==> src/include/dsac_pkg.sv <==
// Constants, types and decoding shared by the configuration bank
package dsac_pkg;

  // ****************************************************************
  // Register offsets and reset values
  // ****************************************************************
  localparam logic [7:0] OFS_DIAG_SRC   = 8'h23;
  localparam logic [7:0] OFS_SUPPLY_MON = 8'h25;
  localparam logic [7:0] OFS_AMP_GAIN   = 8'h26;
  localparam logic [7:0] OFS_AMP1_BLANK = 8'h27;
  localparam logic [7:0] OFS_AMP2_BLANK = 8'h28;

  localparam logic [7:0] RST_DIAG_SRC   = 8'h00;
  localparam logic [7:0] RST_SUPPLY_MON = 8'h14;
  localparam logic [7:0] RST_AMP_GAIN   = 8'h09;
  localparam logic [7:0] RST_AMP1_BLANK = 8'h00;
  localparam logic [7:0] RST_AMP2_BLANK = 8'h20;
  localparam logic [7:0] RD_UNMAPPED    = 8'h00;

  // Writable bits; the top two bits of the amplifier registers are read-only zero
  localparam logic [7:0] WMASK_FULL = 8'hff;
  localparam logic [7:0] WMASK_AMP  = 8'h3f;

  // ****************************************************************
  // Field positions
  // ****************************************************************
  localparam int SUP_UV_MODE_BIT  = 7;
  localparam int SUP_OV_MODE_LSB  = 5;
  localparam int SUP_OV_DG_LSB    = 3;
  localparam int SUP_OV_THR_BIT   = 2;
  localparam int PUMP_UV_MODE_BIT = 1;
  localparam int PUMP_UV_THR_BIT  = 0;
  localparam int AMP1_DIV_BIT     = 5;
  localparam int AMP1_GAIN_LSB    = 3;
  localparam int AMP2_DIV_BIT     = 2;
  localparam int AMP2_GAIN_LSB    = 0;
  localparam int BLK_TRIG_LSB     = 3;
  localparam int BLK_TIME_LSB     = 0;

  // ****************************************************************
  // Timing
  // ****************************************************************
  localparam int unsigned CLK_PERIOD_NS = 100;
  localparam int unsigned DG_BASE_NS    = 1000;
  localparam int unsigned DG_BASE_CYC   = (DG_BASE_NS + CLK_PERIOD_NS - 1) / CLK_PERIOD_NS;
  localparam int unsigned DG_CNT_W      = 7;
  localparam logic [DG_CNT_W-1:0] DG_NONE_CYC = 7'h01;

  // ****************************************************************
  // Types
  // ****************************************************************
  typedef enum logic [1:0] {
    OV_LATCH = 2'b00,
    OV_AUTO  = 2'b01,
    OV_WARN  = 2'b10,
    OV_OFF   = 2'b11
  } dsac_ov_mode_t;

  typedef enum logic [2:0] {
    SEL_NONE   = 3'b000,
    SEL_DIAG   = 3'b001,
    SEL_SUPPLY = 3'b010,
    SEL_GAIN   = 3'b011,
    SEL_BLANK1 = 3'b100,
    SEL_BLANK2 = 3'b101
  } dsac_reg_sel_t;

  function automatic dsac_reg_sel_t dsac_decode(input logic [7:0] addr);
    dsac_reg_sel_t sel;
    sel = SEL_NONE;
    if (addr == OFS_DIAG_SRC) sel = SEL_DIAG;
    if (addr == OFS_SUPPLY_MON) sel = SEL_SUPPLY;
    if (addr == OFS_AMP_GAIN) sel = SEL_GAIN;
    if (addr == OFS_AMP1_BLANK) sel = SEL_BLANK1;
    if (addr == OFS_AMP2_BLANK) sel = SEL_BLANK2;
    return sel;
  endfunction

  // Deglitch code 0..3 doubles the base time each step
  function automatic logic [DG_CNT_W-1:0] dsac_dg_cycles(input logic [1:0] code);
    logic [DG_CNT_W-1:0] base;
    base = DG_CNT_W'(DG_BASE_CYC);
    return DG_CNT_W'(base << code);
  endfunction

endpackage

==> src/logic/dsac_monitor.sv <==
// Deglitched voltage monitor with latched or auto-recovering fault flag
`timescale 1ns/100ps
module dsac_monitor
  import dsac_pkg::*;
#(
  parameter int unsigned CNT_W = DG_CNT_W
) (
  input  wire logic             clock,
  input  wire logic             arst_n,
  input  wire logic             detect,
  input  wire logic             enable,
  input  wire logic             auto_mode,
  input  wire logic [CNT_W-1:0] dg_cycles,
  input  wire logic             fault_clear,
  output logic                  fault
);

  typedef struct packed {
    logic [CNT_W-1:0] cnt;
    logic             fault;
  } dsac_mon_t;

  dsac_mon_t state_ff;
  dsac_mon_t nxt_state;
  logic      qualified;

  // Condition counts as present only after it has held dg_cycles cycles
  assign qualified = enable && (state_ff.cnt == dg_cycles);

  always_comb begin
    nxt_state = state_ff;
    if (!enable || !detect) begin
      nxt_state.cnt = '0;
    end else if (state_ff.cnt < dg_cycles) begin
      nxt_state.cnt = CNT_W'(state_ff.cnt + 1'b1);
    end
    if (!enable) begin
      nxt_state.fault = 1'b0;
    end else if (auto_mode) begin
      nxt_state.fault = qualified;
    end else if (qualified) begin
      // Set wins over a clear arriving in the same cycle
      nxt_state.fault = 1'b1;
    end else if (fault_clear) begin
      nxt_state.fault = 1'b0;
    end
  end

  always_ff @(posedge clock or negedge arst_n) begin
    if (!arst_n) begin
      state_ff <= '0;
    end else begin
      state_ff <= nxt_state;
    end
  end

  assign fault = state_ff.fault;

endmodule

==> src/logic/dsac_cfg_regs.sv <==
// Diagnostic source, supply monitor and shunt amplifier configuration bank
`timescale 1ns/100ps
module dsac_cfg_regs
  import dsac_pkg::*;
#(
  parameter int unsigned AW  = 8,
  parameter int unsigned DW  = 8,
  parameter int unsigned NMON = 3
) (
  input  wire logic          clock,
  input  wire logic          arst_n,
  input  wire logic          reg_wr_en,
  input  wire logic          reg_rd_en,
  input  wire logic [AW-1:0] reg_addr,
  input  wire logic [DW-1:0] reg_wdata,
  output logic      [DW-1:0] reg_rdata,
  output logic               reg_rvalid,
  input  wire logic          offline_diag_global_en,
  output logic      [7:0]    diag_src_active,
  input  wire logic          supply_uv_detect,
  input  wire logic          supply_ov_detect,
  input  wire logic          pump_uv_detect,
  input  wire logic          fault_clear,
  output logic               supply_uv_fault,
  output logic               supply_ov_fault,
  output logic               supply_ov_warn,
  output logic               pump_uv_fault,
  output logic               supply_overvolt_threshold,
  output logic               pump_undervolt_threshold,
  output logic               amp1_ref_divider,
  output logic      [1:0]    amp1_gain_sel,
  output logic               amp2_ref_divider,
  output logic      [1:0]    amp2_gain_sel,
  output logic      [2:0]    amp1_blank_trigger,
  output logic      [2:0]    amp1_blank_time,
  output logic      [2:0]    amp2_blank_trigger,
  output logic      [2:0]    amp2_blank_time
);

  // ****************************************************************
  // State
  // ****************************************************************
  typedef struct packed {
    logic [7:0]    diag_src;
    logic [7:0]    supply;
    logic [7:0]    gain;
    logic [7:0]    blank1;
    logic [7:0]    blank2;
    logic [DW-1:0] rdata;
    logic          rvalid;
    logic          started;
  } dsac_regs_t;

  dsac_regs_t    regs_ff;
  dsac_regs_t    nxt_regs;
  dsac_reg_sel_t sel;
  dsac_ov_mode_t ov_mode;

  logic [NMON-1:0] mon_detect;
  logic [NMON-1:0] mon_enable;
  logic [NMON-1:0] mon_auto;
  logic [NMON-1:0] mon_fault;
  logic [DG_CNT_W-1:0] mon_dg [NMON];
  logic [DG_CNT_W-1:0] ov_dg_cycles;

  assign sel = dsac_decode(8'(reg_addr));

  function automatic logic [7:0] merge(input logic [7:0] old, input logic [DW-1:0] wd,
                                       input logic [7:0] mask);
    return (old & ~mask) | (8'(wd) & mask);
  endfunction

  // ****************************************************************
  // Register write and read
  // ****************************************************************
  always_comb begin
    nxt_regs = regs_ff;
    nxt_regs.started = 1'b1;
    nxt_regs.rvalid = reg_rd_en;
    if (reg_wr_en) begin
      unique case (sel)
        SEL_DIAG: begin
          nxt_regs.diag_src = merge(regs_ff.diag_src, reg_wdata, WMASK_FULL);
        end
        SEL_SUPPLY: begin
          nxt_regs.supply = merge(regs_ff.supply, reg_wdata, WMASK_FULL);
        end
        SEL_GAIN: begin
          nxt_regs.gain = merge(regs_ff.gain, reg_wdata, WMASK_AMP);
        end
        SEL_BLANK1: begin
          nxt_regs.blank1 = merge(regs_ff.blank1, reg_wdata, WMASK_AMP);
        end
        SEL_BLANK2: begin
          nxt_regs.blank2 = merge(regs_ff.blank2, reg_wdata, WMASK_AMP);
        end
        SEL_NONE: begin
          // Unmapped writes are dropped
        end
        default: begin
        end
      endcase
    end
    if (reg_rd_en) begin
      unique case (sel)
        SEL_DIAG:   nxt_regs.rdata = DW'(regs_ff.diag_src);
        SEL_SUPPLY: nxt_regs.rdata = DW'(regs_ff.supply);
        SEL_GAIN:   nxt_regs.rdata = DW'(regs_ff.gain & WMASK_AMP);
        SEL_BLANK1: nxt_regs.rdata = DW'(regs_ff.blank1 & WMASK_AMP);
        SEL_BLANK2: nxt_regs.rdata = DW'(regs_ff.blank2 & WMASK_AMP);
        SEL_NONE:   nxt_regs.rdata = DW'(RD_UNMAPPED);
        default:    nxt_regs.rdata = DW'(RD_UNMAPPED);
      endcase
    end
  end

  always_ff @(posedge clock or negedge arst_n) begin
    if (!arst_n) begin
      regs_ff <= '{diag_src: RST_DIAG_SRC,
                   supply:   RST_SUPPLY_MON,
                   gain:     RST_AMP_GAIN,
                   blank1:   RST_AMP1_BLANK,
                   blank2:   RST_AMP2_BLANK,
                   rdata:    '0,
                   rvalid:   1'b0,
                   started:  1'b0};
    end else begin
      regs_ff <= nxt_regs;
    end
  end

  assign reg_rdata  = regs_ff.rdata;
  assign reg_rvalid = regs_ff.rvalid;

  // ****************************************************************
  // Configuration outputs
  // ****************************************************************
  // Sources are gated here so a stale enable cannot drive the bridge
  assign diag_src_active = regs_ff.diag_src & {8{offline_diag_global_en}};

  assign ov_mode = dsac_ov_mode_t'(regs_ff.supply[SUP_OV_MODE_LSB+:2]);
  assign ov_dg_cycles = dsac_dg_cycles(regs_ff.supply[SUP_OV_DG_LSB+:2]);

  assign supply_overvolt_threshold = regs_ff.supply[SUP_OV_THR_BIT];
  assign pump_undervolt_threshold  = regs_ff.supply[PUMP_UV_THR_BIT];
  assign amp1_ref_divider   = regs_ff.gain[AMP1_DIV_BIT];
  assign amp2_ref_divider   = regs_ff.gain[AMP2_DIV_BIT];
  assign amp1_gain_sel      = regs_ff.gain[AMP1_GAIN_LSB+:2];
  assign amp2_gain_sel      = regs_ff.gain[AMP2_GAIN_LSB+:2];
  assign amp1_blank_trigger = regs_ff.blank1[BLK_TRIG_LSB+:3];
  assign amp1_blank_time    = regs_ff.blank1[BLK_TIME_LSB+:3];
  assign amp2_blank_trigger = regs_ff.blank2[BLK_TRIG_LSB+:3];
  assign amp2_blank_time    = regs_ff.blank2[BLK_TIME_LSB+:3];

  // ****************************************************************
  // Voltage monitors: 0 supply UV, 1 supply OV, 2 pump UV
  // ****************************************************************
  assign mon_detect = {pump_uv_detect, supply_ov_detect, supply_uv_detect};
  assign mon_enable = {1'b1, ov_mode != OV_OFF, 1'b1};
  assign mon_auto   = {regs_ff.supply[PUMP_UV_MODE_BIT],
                       ov_mode == OV_AUTO,
                       regs_ff.supply[SUP_UV_MODE_BIT]};
  assign mon_dg[0] = DG_NONE_CYC;
  assign mon_dg[1] = ov_dg_cycles;
  assign mon_dg[2] = DG_NONE_CYC;

  generate
    for (genvar i = 0; i < NMON; i++) begin : g_mon
      dsac_monitor #(
        .CNT_W       (DG_CNT_W)
      ) u_mon (
        .clock       (clock),
        .arst_n      (arst_n),
        .detect      (mon_detect[i]),
        .enable      (mon_enable[i]),
        .auto_mode   (mon_auto[i]),
        .dg_cycles   (mon_dg[i]),
        .fault_clear (fault_clear),
        .fault       (mon_fault[i])
      );
    end
  endgenerate

  assign supply_uv_fault = mon_fault[0];
  // Warning mode reuses the latch but reports without flagging a fault
  assign supply_ov_fault = mon_fault[1] && (ov_mode != OV_WARN);
  assign supply_ov_warn  = mon_fault[1] && (ov_mode == OV_WARN);
  assign pump_uv_fault   = mon_fault[2];
endmodule

==> config.mk <==
export PLATFORM = sky130hd
export DESIGN_NAME = dsac_cfg_regs
export DESIGN_NICKNAME = d
export VERILOG_FILES = /design/src/include/dsac_pkg.sv /design/src/logic/dsac_monitor.sv /design/src/logic/dsac_cfg_regs.sv
export SDC_FILE = /design/constraint.sdc
export NUM_CORES = 1
export LEC_CHECK = 0
export BUFFER_PORTS_ARGS = -buffer_cell sky130_fd_sc_hd__buf_2
export CAP_MARGIN = 20
export CORE_AREA = 2 2 88 90
export DETAILED_ROUTE_END_ITERATION = 10
export DIE_AREA = 0 0 90 92
export GPL_ROUTABILITY_DRIVEN = 0
export PLACE_DENSITY = 0.79
export SETUP_SLACK_MARGIN = 0.05
export SLEW_MARGIN = 20
export SYNTH_ARGS = -nofsm -noshare
export SYNTH_HDL_FRONTEND = slang
export SYNTH_SLANG_ARGS = --single-unit
==> constraint.sdc <==
create_clock -name clock -period 3.8 [get_ports clock]
set_clock_uncertainty 0.15 [all_clocks]
set_input_delay 0.76 -clock clock [delete_from_list [all_inputs] [get_ports clock]]
set_output_delay 0.76 -clock clock [all_outputs]
set_load 0.1 [all_outputs]
---- Word level (Yosys, flattened, before mapping) ----
Index checks and enable logic that the tools add are counted.
W data, S select, Z words.
storage, ports and cells
  logic and storage cells ................. 78
  output and inout bits ................... 41
  register bits after elaboration ......... 73
  input port bits ......................... 25
operators by class
  reduce and logical (&&, ||, !) cells .... 14
  add/sub/neg operators ................... 3
  eq/ne operators ......................... 20
  shift operators ......................... 1
  bitwise logic cells ..................... 4
  magnitude comparators ................... 3
  mux-type cells .......................... 20
operators by type and width
  kind                   number
  $mux W7                6
  $eq A8 B6 Y1 const B   5
  $pmux W8 S5            1
  $or A8 B6 Y8           3
  $add A7 B1 Y7 const B  3
  $eq A7 B1 Y1 const B   2
  $lt A7 B1 Y1 const B   2
  $reduce_and A2 Y1      5
  $mux W1                9
  $and A8 B8 Y8          1
  $eq A7 B7 Y1           1
  $lt A7 B7 Y1           1
  $shl A4 B2 Y7 const A  1
  $eq A3 B2 Y1 const B   2
  $eq A3 B3 Y1 const B   2
  $mux W3                2
  $reduce_bool A3 Y1     2
  $mux W2                2
  $ne A2 B1 Y1 const B   2
  $ne A2 B2 Y1 const B   2
  $ne A4 B4 Y1 const B   1
  $eq A3 B1 Y1 const B   1
  $logic_and A1 B1 Y1    3
  $eq A2 B1 Y1 const B   1
  other kinds (4)        5

---- Depth between registers and ports, before layout ----
Gate-level depths: netlist (run 1).
  word-level depth ........................ 8
  gate-level depth with buffers ........... 8
  depth with buffers taken out ............ 7

---- Cells and area by module ----
Synthesis (run 1) repeated with hierarchy kept, for this count alone.
unflattened totals
  cell total of the unflattened synthesis .. 402
  area, all modules ....................... 4105.2 um2
modules (own cells, without submodules)
  module         area an instance (um2)  cells an instance  seq. area each (um2)  instances
  dsac_cfg_regs  2280.9                  195                1082.3                1
  dsac_monitor   608.1                   69                 200.2                 3

---- Worst setup path after synthesis (run 1) ----
Ideal clock, no wire load.
  path type ............................... flip-flop to output port
  from .................................... reg regs_ff, in the netlist ov_mode[1]
  to ...................................... out supply_ov_fault
  cell stages (with the launch flop) ...... 2
  required time ........................... 2.890 ns
  arrival ................................. 2.612 ns
  buffers on the path ..................... 0
  slack ................................... 0.278 ns
  cell sequence ........................... dfrtp_1 -> a21boi_0
on the way
  longest elaborated chain between the ends .. 2
RTL lines
  item                      line                  RTL
  start: declaration        dsac_cfg_regs.sv:54   dsac_regs_t regs_ff;
  start signal: assignment  dsac_cfg_regs.sv:119  regs_ff <= '{diag_src: RST_DIAG_SRC,
  start signal: assignment  dsac_cfg_regs.sv:128  regs_ff <= nxt_regs;
  $ne A2 B2 Y1              dsac_cfg_regs.sv:186  assign supply_ov_fault = mon_fault[1] && (ov_mode != OV_WARN);
  $logic_and A1 B1 Y1       dsac_cfg_regs.sv:186
  end: declaration          dsac_cfg_regs.sv:25   output logic supply_ov_fault,
No other way between the ends.

---- Worst setup path after layout (run 1) ----
  from .................................... in reg_addr[4]
  to ...................................... reg regs_ff, in the netlist mon_auto[0]
on the way
  longest elaborated chain between the ends .. 8
  elaborated cells between the ends (all ways) .. 12
  classes of those cells .................. eq/ne: 6; mux: 5; reduce/logical: 1
RTL lines
  item                           line                 RTL
  start: declaration             dsac_cfg_regs.sv:14  input wire logic [AW-1:0] reg_addr,
  $eq A8 B6 Y1                   dsac_pkg.sv:71       if (addr == OFS_DIAG_SRC) sel = SEL_DIAG;
  $mux W1                        dsac_pkg.sv:71
  $mux W2                        dsac_pkg.sv:72       if (addr == OFS_SUPPLY_MON) sel = SEL_SUPPLY;
  $mux W2                        dsac_pkg.sv:73       if (addr == OFS_AMP_GAIN) sel = SEL_GAIN;
  $mux W3                        dsac_pkg.sv:74       if (addr == OFS_AMP1_BLANK) sel = SEL_BLANK1;
  $mux W3 *                      dsac_pkg.sv:75       if (addr == OFS_AMP2_BLANK) sel = SEL_BLANK2;
  $eq A3 B2 Y1 *                 dsac_cfg_regs.sv:81  unique case (sel)
  $reduce_and A2 Y1 (no line) *  -
Every way passes the cells marked *; elsewhere a longest branch is shown, timed or not.
A chain may end at the register's enable or synchronous reset.

==> flow_summary.json, run 1 <==
{
  "drt_drc_violations_left": 0,
  "synthFlopType": "dfrtp_1",
  "cts_buffer_depth": 2,
  "met1_usage_pct": 24.4,
  "reg2regPathDepth": 6,
  "netlist_area_sq_um": 3540,
  "yosysWarnings": 0,
  "p_sw_uw": 525,
  "dr.pass1.iters": 4,
  "slew_headroom_pct": 50.2,
  "grt_util_met2_pct": 31.0,
  "antenna_left": 0,
  "cp_data_required_time_ps": 3870,
  "coreArea_sq_um": 7450,
  "end_kind": "flip-flop",
  "critPathArrivalTime_ps": 2690,
  "synth-seq-area-share_pct": 47.5,
  "n_fill_cell": 631,
  "ys_types": 50,
  "ys_async_sr_fraction_pct": 100,
  "max_stage_delay_ps": 590,
  "power_density_nw_per_um2": 460,
  "grt_most_used_layer": "met2",
  "place_ws_ps": 872,
  "htree_levels": 3,
  "syn_to_final_growth_pct": 14.6,
  "reg2reg_setup_slack_ps": 1430,
  "worst_slew_pin_slew_ps": 747,
  "final.setup.worst_slack_ps": 1180,
  "antenna-diode-count": 0,
  "wl_per_cell_um": 16.2,
  "drt_iter0_drc": 120,
  "layout-drive-gt1-share_pct": 37.0,
  "grt_use_total_pct": 18.9,
  "worstSetupPathType": "input pin to flip-flop",
  "final_max_slew_viol_count": 0,
  "cp-startpoint": "reg_addr[4]",
  "numCtsBuffers": 9,
  "max_freq_mhz": 382,
  "gr-total-overflow": 0,
  "postSynthAreaPerCell_sq_um": 11.2,
  "hpwl_um": 5530,
  "status": "completed",
  "synth-seq-cells": 67,
  "die_h_um": 92,
  "grt_antenna_before_repair": 0,
  "ctsResizeCount": 0,
  "worstSetupEndpoint": "mon_auto[0]",
  "start_kind": "input pin",
  "portBuffers": 65,
  "vias": 2592,
  "seqPwrFrac_pct": 41.9,
  "p_leak_uw": 0.00202,
  "grt_pass1_wl_um": 12400,
  "die_x_um": 90,
  "syn_inst": 315,
  "internal-power_uw": 1340,
  "clock_latency_ps": 340,
  "synth_edf_count": 0,
  "setup_viol": 0,
  "rows": 32,
  "crit_chain": "buf_2 -> or4b_4 -> nor3b_4 -> and3_1 -> mux2_2",
  "hold_path_class": "input pin to async pin",
  "clk_pin_slew_ps": 80,
  "start_util_pct": 47.6,
  "r2r-end": "g_mon[1].u_mon.state_ff[7]",
  "nets": 396,
  "peakVddDrop_mv": 0.210,
  "grt_use_met3_pct": 3.78,
  "grt_start_max_net_pins": 35,
  "synth_fp_nets": 351,
  "fin_tns_setup_ps": 0,
  "cpMaxStageDelayCell": "or4b_4",
  "timing.final.crit_share_pct": 68.8,
  "r2r_start": "regs_ff[38]",
  "crit_fanout": 8,
  "rsz0062_at_grt": "no",
  "io_pins": 66,
  "via_per_inst": 5.55,
  "pwr-share-clk_pct": 42.5,
  "drv_cap": 0,
  "swShare_pct": 28.1,
  "min_period_ps": 2620,
  "cts_setup_buffers": 0,
  "root_buffer": "clkbuf_8",
  "hold_buffers": 0,
  "finalWirelength_um": 7570,
  "finalHoldViolations": 0,
  "combPwrFrac_pct": 15.6,
  "cts.sink_count": 67,
  "fp.dieArea_sq_um": 8280,
  "grt_pass1_vias": 2541,
  "tritoncts": "yes"
}
[Yosys cell counts, types with 3 or more instances]
master,instances,area share [%]
a21boi_0,8,1.7
a21oi_1,10,1.4
a22o_1,5,1.2
a22oi_1,13,2.8
and2_1,17,3.0
buf_2,3,0.42
buf_4,24,5.1
clkbuf_1,5,0.53
dfrtp_1,62,44
dfstp_2,5,3.7
ha_1,11,3.9
inv_1,9,0.95
mux2_2,39,12
nand2_1,18,1.9
nand2b_1,9,1.6
nand3_1,4,0.56
nand4b_1,5,1.2
nor2_1,13,1.4
nor2b_1,4,0.71
nor3_1,5,0.71
nor4b_1,3,0.74
o21a_1,6,1.3
o31ai_1,3,0.64
[registers in the layout (all words and copies together), names as in the netlist, 2 cells and up]
| signal | count |
|---|---|
| ov_mode | 2 |
| amp1_blank_trigger | 3 |
| amp2_gain_sel | 2 |
| g_mon.u_mon.fault | 3 |
| reg_rdata | 8 |
| amp1_blank_time | 3 |
| mon_auto | 2 |
| g_mon.u_mon.state_ff | 21 |
| amp1_gain_sel | 2 |
| amp2_blank_time | 3 |
| regs_ff | 10 |
| amp2_blank_trigger | 3 |
[area by class of cell]
class / count / area, sq um / area share, %
Sequential cell: 67 / 1680 / 41.4
Multi-Input combinational cell: 206 / 1600 / 39.4
Timing Repair Buffer: 67 / 340 / 8.38
Clock buffer: 10 / 138 / 3.39
Clock inverter: 6 / 136 / 3.36
Tap cell: 102 / 128 / 3.14
Inverter: 9 / 33.8 / 0.832
[worst max-delay path: cells and delay by family]
| kind | cells | cell delay, ps |
|---|---|---|
| AND/OR/NAND/NOR | 3 | 1420 |
| multiplexers | 1 | 390 |
| buffers and inverters | 1 | 100 |
[metrics by stage]
step	instance area [sq um]	utilization [%]	hold slack, ps	std cells	total power [uW]
2_1_floorplan	3540	-	304	315	1020
3_3_place_gp	3790	50.8	313	451	1080
3_5_place_dp	3790	50.8	323	451	1090
4_1_cts	4060	54.5	343	467	1880
5_1_grt	4060	54.5	372	467	1930
6_report	4060	54.5	328	467	1870
[cell families after synthesis]
group                      count (synthesis)  share of synthesized area (%)
and+or+nand+nor                           92                           15.7
DFF                                       67                           47.5
AOI/OAI and AO/OA                         62                           12.6
buffers and inverters                     42                           7.31
muxes                                     41                           13.0
adders and majority gates                 11                           3.88
[metal layers]
| layer | vias to the layer above | part of all wire (%) |
|---|---|---|
| li1 | 1206 | - |
| met1 | 1283 | 44 |
| met2 | 90 | 49 |
| met3 | 13 | 5.4 |
| met4 | 0 | 2.2 |
| met5 | - | 0 |
[worst min path at each step]
stage	from	slack, ps	endpoint
floorplan	g_mon[0].u_mon.state_ff[6]	300	g_mon[0].u_mon.state_ff[6]
global placement	g_mon[0].u_mon.fault	310	g_mon[0].u_mon.fault
detailed placement	g_mon[2].u_mon.state_ff[5]	320	g_mon[2].u_mon.state_ff[5]
CTS	arst_n	340	amp1_blank_time[2]
global route	g_mon[2].u_mon.state_ff[5]	370	g_mon[2].u_mon.state_ff[5]
finish	arst_n	330	amp1_blank_time[2]
[power groups by stage]
stage	logic, uW	clock network [uW]	registers (uW)
after CTS	294	805	781
after detailed placement	293	0	794
after global placement	286	0	793
after floorplan	177	0	842
final	292	794	782
after global routing	312	834	787
[cell usage in the layout, fill, tap and decap left out, types with 2 or more instances in the layout]
cell type / n
nand4b_1: 5
a21boi_0: 8
bufinv_16: 4
a21o_1: 2
o22ai_1: 2
a22oi_1: 13
clkbuf_8: 10
a21oi_1: 10
o21ai_0: 2
nand3_1: 4
buf_2: 65
ha_1: 11
nor2b_1: 4
a22o_1: 5
dfrtp_1: 62
buf_4: 2
and2_1: 17
o21a_1: 6
and3_1: 2
nor4b_1: 3
a31o_2: 2
mux2i_1: 2
nand2_1: 18
inv_1: 9
mux2_2: 39
nor3_1: 5
nand2b_1: 9
nor2_1: 13
o31ai_1: 3
dfstp_2: 5
a31oi_1: 2
No activity file was read; power rests on OpenSTA's default activity.
==> inputs of run 2 (changes only) <==
- ABC_AREA: default -> 1
- CORE_AREA: 2 2 88 90 -> 2 2 89 91
- DIE_AREA: 0 0 90 92 -> 0 0 91 93
- PLACE_DENSITY: 0.79 -> 0.82
- clock period: 3.8 -> 2.2 ns (I/O delays scaled with it)
==> run 2 against run 1 <==
  * Synthesized area increased by 2.2%
  * Sequential cell count is the same
  * Non-clock buffer count up 4
  * Register-to-register slack got worse by 1200 ps
  * Sequential share of layout area is 0.17 points lower
  * Synthesized cell count increased by 38%
  * Wire length is 2.4% lower
  * Clock power is 27% higher
==> flow_summary.json, run 2 <==
{
  "syn_to_final_growth_pct": 12.5,
  "n_fill_cell": 736,
  "cts.sink_count": 67,
  "seqPwrFrac_pct": 44.8,
  "via_per_inst": 4.87,
  "synth_compound_area_share_pct": 8.81,
  "synth_edf_count": 0,
  "end_kind": "primary output",
  "yosysMostFrequentCell": "nand2_1",
  "grt_pass1_vias": 2819,
  "synthFlopType": "dfrtp_1",
  "combPwrFrac_pct": 23.0,
  "largest-register": "g_mon.u_mon.state_ff",
  "peakVddDrop_mv": 0.514,
  "synthXorXnorAreaFrac_pct": 1.21,
  "worst_slew_pin_slew_ps": 497,
  "setup_viol": 0,
  "synth-seq-area-share_pct": 46.5,
  "final_common_cell": "nand2_1",
  "placed_cell_area_sq_um": 3870,
  "cts_setup_buffers": 0,
  "slew_headroom_pct": 66.8,
  "dr.pass1.iters": 4,
  "cts_buffer_depth": 2,
  "htree_levels": 3,
  "wl_per_cell_um": 12.5,
  "synthMuxAreaShare_pct": 0,
  "coreArea_sq_um": 7530,
  "rows": 32,
  "p_sw_uw": 1110,
  "min_period_ps": 2090,
  "power_density_nw_per_um2": 767,
  "numCtsBuffers": 9,
  "critPathArrivalTime_ps": 1500,
  "timing.final.crit_share_pct": 94.8,
  "antenna-diode-count": 0,
  "rsz0062_at_grt": "no",
  "grt_pass1_wl_um": 12800,
  "cp_data_required_time_ps": 1610,
  "drt_iter0_drc": 117,
  "utilization_pct": 54.2,
  "status": "completed",
  "yosys.area_share.simple_pct": 26.9,
  "antenna_left": 0,
  "gr-total-overflow": 0,
  "final_area_sq_um": 4080,
  "portBuffers": 65,
  "hold_path_class": "input pin to flip-flop",
  "final_max_slew_viol_count": 0,
  "nets": 518,
  "hpwl_um": 5550,
  "vias": 2866,
  "internal-power_uw": 2020,
  "postSynthAreaPerCell_sq_um": 8.33,
  "synth-seq-cells": 67,
  "synth_top_family_by_area": "simple AND/OR/NAND/NOR gates",
  "final.setup.worst_slack_ps": 114,
  "synth.area.top_cells": "dfrtp_1 43%, nand2_1 13%, nand3_1 5.9%, inv_1 5.4%, buf_4 5.0%",
  "syn_inst": 435,
  "place_ws_ps": 224,
  "grt_start_max_net_pins": 34,
  "drv_cap": 0,
  "finalHoldViolations": 0,
  "synth_fp_nets": 471,
  "start_util_pct": 48.1,
  "tritoncts": "yes",
  "layout_common_cells": "125 x nand2_1, 64 x buf_2, 62 x dfrtp_1",
  "grt_use_total_pct": 19.2,
  "ys_async_sr_fraction_pct": 100,
  "synth_top_cell_by_area": "dfrtp_1",
  "die_h_um": 93,
  "root_buffer": "clkbuf_8",
  "die_x_um": 91,
  "synth_top_area_share_pct": 42.8,
  "clk_pin_slew_ps": 80,
  "largest_reg_flops": 21,
  "pwr-share-clk_pct": 32.3,
  "drt_drc_violations_left": 0,
  "synth_fa_ha_area_share_pct": 3.80,
  "io_pins": 66,
  "fp.dieArea_sq_um": 8460,
  "worstSetupPathType": "flip-flop to primary output",
  "clock_latency_ps": 350,
  "hold_slack_ps": 154,
  "finalWirelength_um": 7390,
  "swShare_pct": 35.5,
  "start_kind": "flip-flop",
  "netlist_top_cells_count": "125 x nand2_1, 62 x dfrtp_1, 52 x inv_1",
  "ys_types": 34,
  "yosysWarnings": 0,
  "crit_fanout": 5,
  "layout-drive-gt1-share_pct": 25.9,
  "grt_antenna_before_repair": 0,
  "netlist_area_sq_um": 3620,
  "max_freq_mhz": 479,
  "p_leak_uw": 0.00233
}
[run 2: worst paths after layout]
check / start / endpoint / slack [ps] / cells past startpoint
setup reg to reg: regs_ff[38] / g_mon[1].u_mon.state_ff[7] / 280 / 8
hold reg to reg: g_mon[0].u_mon.state_ff[5] / g_mon[0].u_mon.fault / 320 / 1
setup / recovery: ov_mode[0] / supply_ov_fault / 110 / 3
hold / removal: reg_rd_en / reg_rvalid / 150 / 1
min in group asynchronous: arst_n / reg_rvalid / 430 / 2
max in group asynchronous: arst_n / amp1_gain_sel[0] / 790 / 3
[run 2: power groups by stage]
stage / Clock (uW) / Sequential, uW / Combinational, uW
CTS: 1040 / 1400 / 723
finish: 1010 / 1400 / 718
global route: 1090 / 1410 / 790
global placement: 0 / 1420 / 704
floorplan: 0 / 1570 / 421
detailed placement: 0 / 1420 / 720
[run 2: kinds of logic after synthesis]
family                     after synthesis
DFF                                     67
and+or+nand+nor                        214
buffers and inverters                   89
AOI/OAI and AO/OA                       49
xor gates and xnor gates                 5
adders and majority gates               11
[run 2: metal layers]
metal  part of all wire (%)  vias to the layer above  global-route usage (%)
li1                       -                     1451                       -
met1                     44                     1337                    22.9
met2                     50                       63                    33.4
met3                    4.5                       15                    5.00
met4                    2.0                        0                    7.45
met5                      0                        -                       0
[run 2: what timing repair did]
item	in CTS	in global routing
gates resized for setup	0	2
endpoints found under the setup margin	0	4
hold buffers	1	0
endpoints found under the hold margin	18	0
[run 2: critical path, stage by stage (launching register included)]
cell	delay (ps)
dfrtp_1	450
inv_1	100
a21oi_2	160
buf_2	450
[run 2: final cells by class]
type	count	area, sq um	share of cell area (%)
inverters	54	203	4.97
well taps	102	128	3.13
flip-flops and latches	67	1680	41.3
clock buffers	10	128	3.13
clock inverters	6	65.1	1.60
multi-input cells	279	1480	36.4
repair buffers	71	388	9.52
[run 2: per-stage QoR]
stage	instances	setup TNS, ps	total power [uW]
detailed placement	572	0	2140
finish	589	0	3130
CTS	589	0	3160
global route	589	0	3290
global placement	572	0	2120
floorplan	435	-37.5	1990
==> inputs of run 3 (changes only) <==
- CTS_BUF_LIST: default -> sky130_fd_sc_hd__clkbuf_4 sky130_fd_sc_hd__clkbuf_8
==> run 3 against run 2 <==
  * Sequential share of layout area about the same
  * Critical endpoint unchanged
  * Non-clock buffer count unchanged
  * Highest routed layer unchanged
  * Die area unchanged
==> flow_summary.json, run 3 (synthesis results as in run 2) <==
{
  "status": "completed",
  "grt_start_max_net_pins": 34,
  "largest-register": "g_mon.u_mon.state_ff",
  "p_leak_uw": 0.00233,
  "crit_chain": "inv_1 -> a21oi_2 -> buf_2",
  "drt_drc_violations_left": 0,
  "r2r_start": "regs_ff[38]",
  "rows": 32,
  "die_h_um": 93,
  "pwr-share-clk_pct": 32.5,
  "antenna-diode-count": 0,
  "hold_slack_ps": 150,
  "layout_common_cells": "125 x nand2_1, 64 x buf_2, 62 x dfrtp_1",
  "end_kind": "primary output",
  "hold_start": "reg_rd_en",
  "htree_levels": 3,
  "slew_headroom_pct": 66.8,
  "dr.pass1.iters": 4,
  "crit_fanout": 5,
  "numCtsBuffers": 9,
  "grt_pass1_wl_um": 12800,
  "final_max_slew_viol_count": 0,
  "dr_wl_met3_um": 330,
  "seqPwrFrac_pct": 44.6,
  "via_per_inst": 4.86,
  "portBuffers": 65,
  "maxUsedRoutingLayer": "met4",
  "die_x_um": 91,
  "hold_depth": 1,
  "reg2regPathDepth": 8,
  "fin_tns_setup_ps": 0,
  "antenna_left": 0,
  "setup_viol": 0,
  "grt_pass1_vias": 2819,
  "finalHoldViolations": 0,
  "reg2reg_setup_slack_ps": 280,
  "largest_reg_flops": 21,
  "cts_buffer_depth": 2,
  "hold_path_class": "input pin to flip-flop",
  "start_util_pct": 48.1,
  "combPwrFrac_pct": 22.9,
  "hpwl_um": 5550,
  "hold_end": "reg_rvalid",
  "m1WireLength_um": 3170,
  "nets": 518,
  "clock_latency_ps": 340,
  "syn_to_final_growth_pct": 12.6,
  "finalWirelength_um": 7350,
  "start_kind": "flip-flop",
  "power_density_nw_per_um2": 769,
  "drt_iter0_drc": 117,
  "route.met2.wl_um": 3720,
  "peakVddDrop_mv": 0.513,
  "timing.final.crit_share_pct": 95.1,
  "cp_data_required_time_ps": 1610,
  "tritoncts": "yes",
  "rsz0062_at_grt": "no",
  "critPathArrivalTime_ps": 1500,
  "cp_num_buf_inv": 2,
  "wl_per_cell_um": 12.5,
  "grt_use_total_pct": 19.2,
  "vias": 2860,
  "cts.sink_count": 67,
  "coreArea_sq_um": 7530,
  "final_common_cell": "nand2_1",
  "min_period_ps": 2090,
  "cp-startpoint": "ov_mode[0]",
  "worst_slew_pin_slew_ps": 498,
  "worstSetupPathType": "flip-flop to primary output",
  "layout-drive-gt1-share_pct": 26.1,
  "fp.dieArea_sq_um": 8460,
  "drv_cap": 0,
  "gr-total-overflow": 0,
  "root_buffer": "clkbuf_8",
  "r2r-end": "g_mon[1].u_mon.state_ff[7]",
  "p_sw_uw": 1110,
  "internal-power_uw": 2030,
  "io_pins": 66,
  "swShare_pct": 35.3,
  "max_freq_mhz": 478,
  "max_stage_delay_ps": 450,
  "cpMaxStageDelayCell": "dfrtp_1",
  "critPathTopFamily": "buffers and inverters",
  "clk_pin_slew_ps": 80,
  "grt_antenna_before_repair": 0
}
run 3: how the worst max path moves through the flow:
stage	cells after the start	endpoint	slack [ps]
final	3	supply_ov_fault	110
after global routing	3	supply_ov_fault	50
after CTS	3	supply_ov_warn	60
after detailed placement	8	g_mon[1].u_mon.state_ff[7]	220
after global placement	8	g_mon[1].u_mon.state_ff[1]	290
after floorplan	2	supply_ov_warn	-40
run 3: layout make-up:
cell class	instances	area (sq um)
Inverter	54	203
Timing Repair Buffer	71	388
Clock buffer	10	131
Fill cell	734	3450
Sequential cell	67	1680
Tap cell	102	128
Clock inverter	6	65.1
Multi-Input combinational cell	279	1480
run 3: repair_timing:
action	CTS	global route
endpoints found under the hold margin	18	0
setup endpoints to repair	0	4
setup buffers	0	0
hold buffers	1	0
gates resized for setup	0	2
run 3: power groups by stage:
stage	combinational, uW	clock, uW	sequential (uW)
after floorplan	421	0	1570
after global placement	704	0	1420
after detailed placement	720	0	1420
after CTS	723	1050	1400
after global routing	790	1100	1410
final	717	1020	1400
run 3: metrics by stage:
step	power, uW	setup slack [ps]	instance area [sq um]	util, %	instances
after CTS	3170	57.9	4080	54.2	589
after floorplan	1990	-37.5	3630	-	435
after global routing	3300	51.2	4080	54.2	589
final	3140	108	4080	54.2	589
after detailed placement	2140	224	3870	51.4	572
after global placement	2120	287	3870	51.4	572
run 3: per-layer routing:
layer / vias up / track usage (%)
met5: - / 0
met4: 0 / 7.45
li1: 1451 / -
met3: 13 / 5.00
met1: 1333 / 22.9
met2: 63 / 33.4
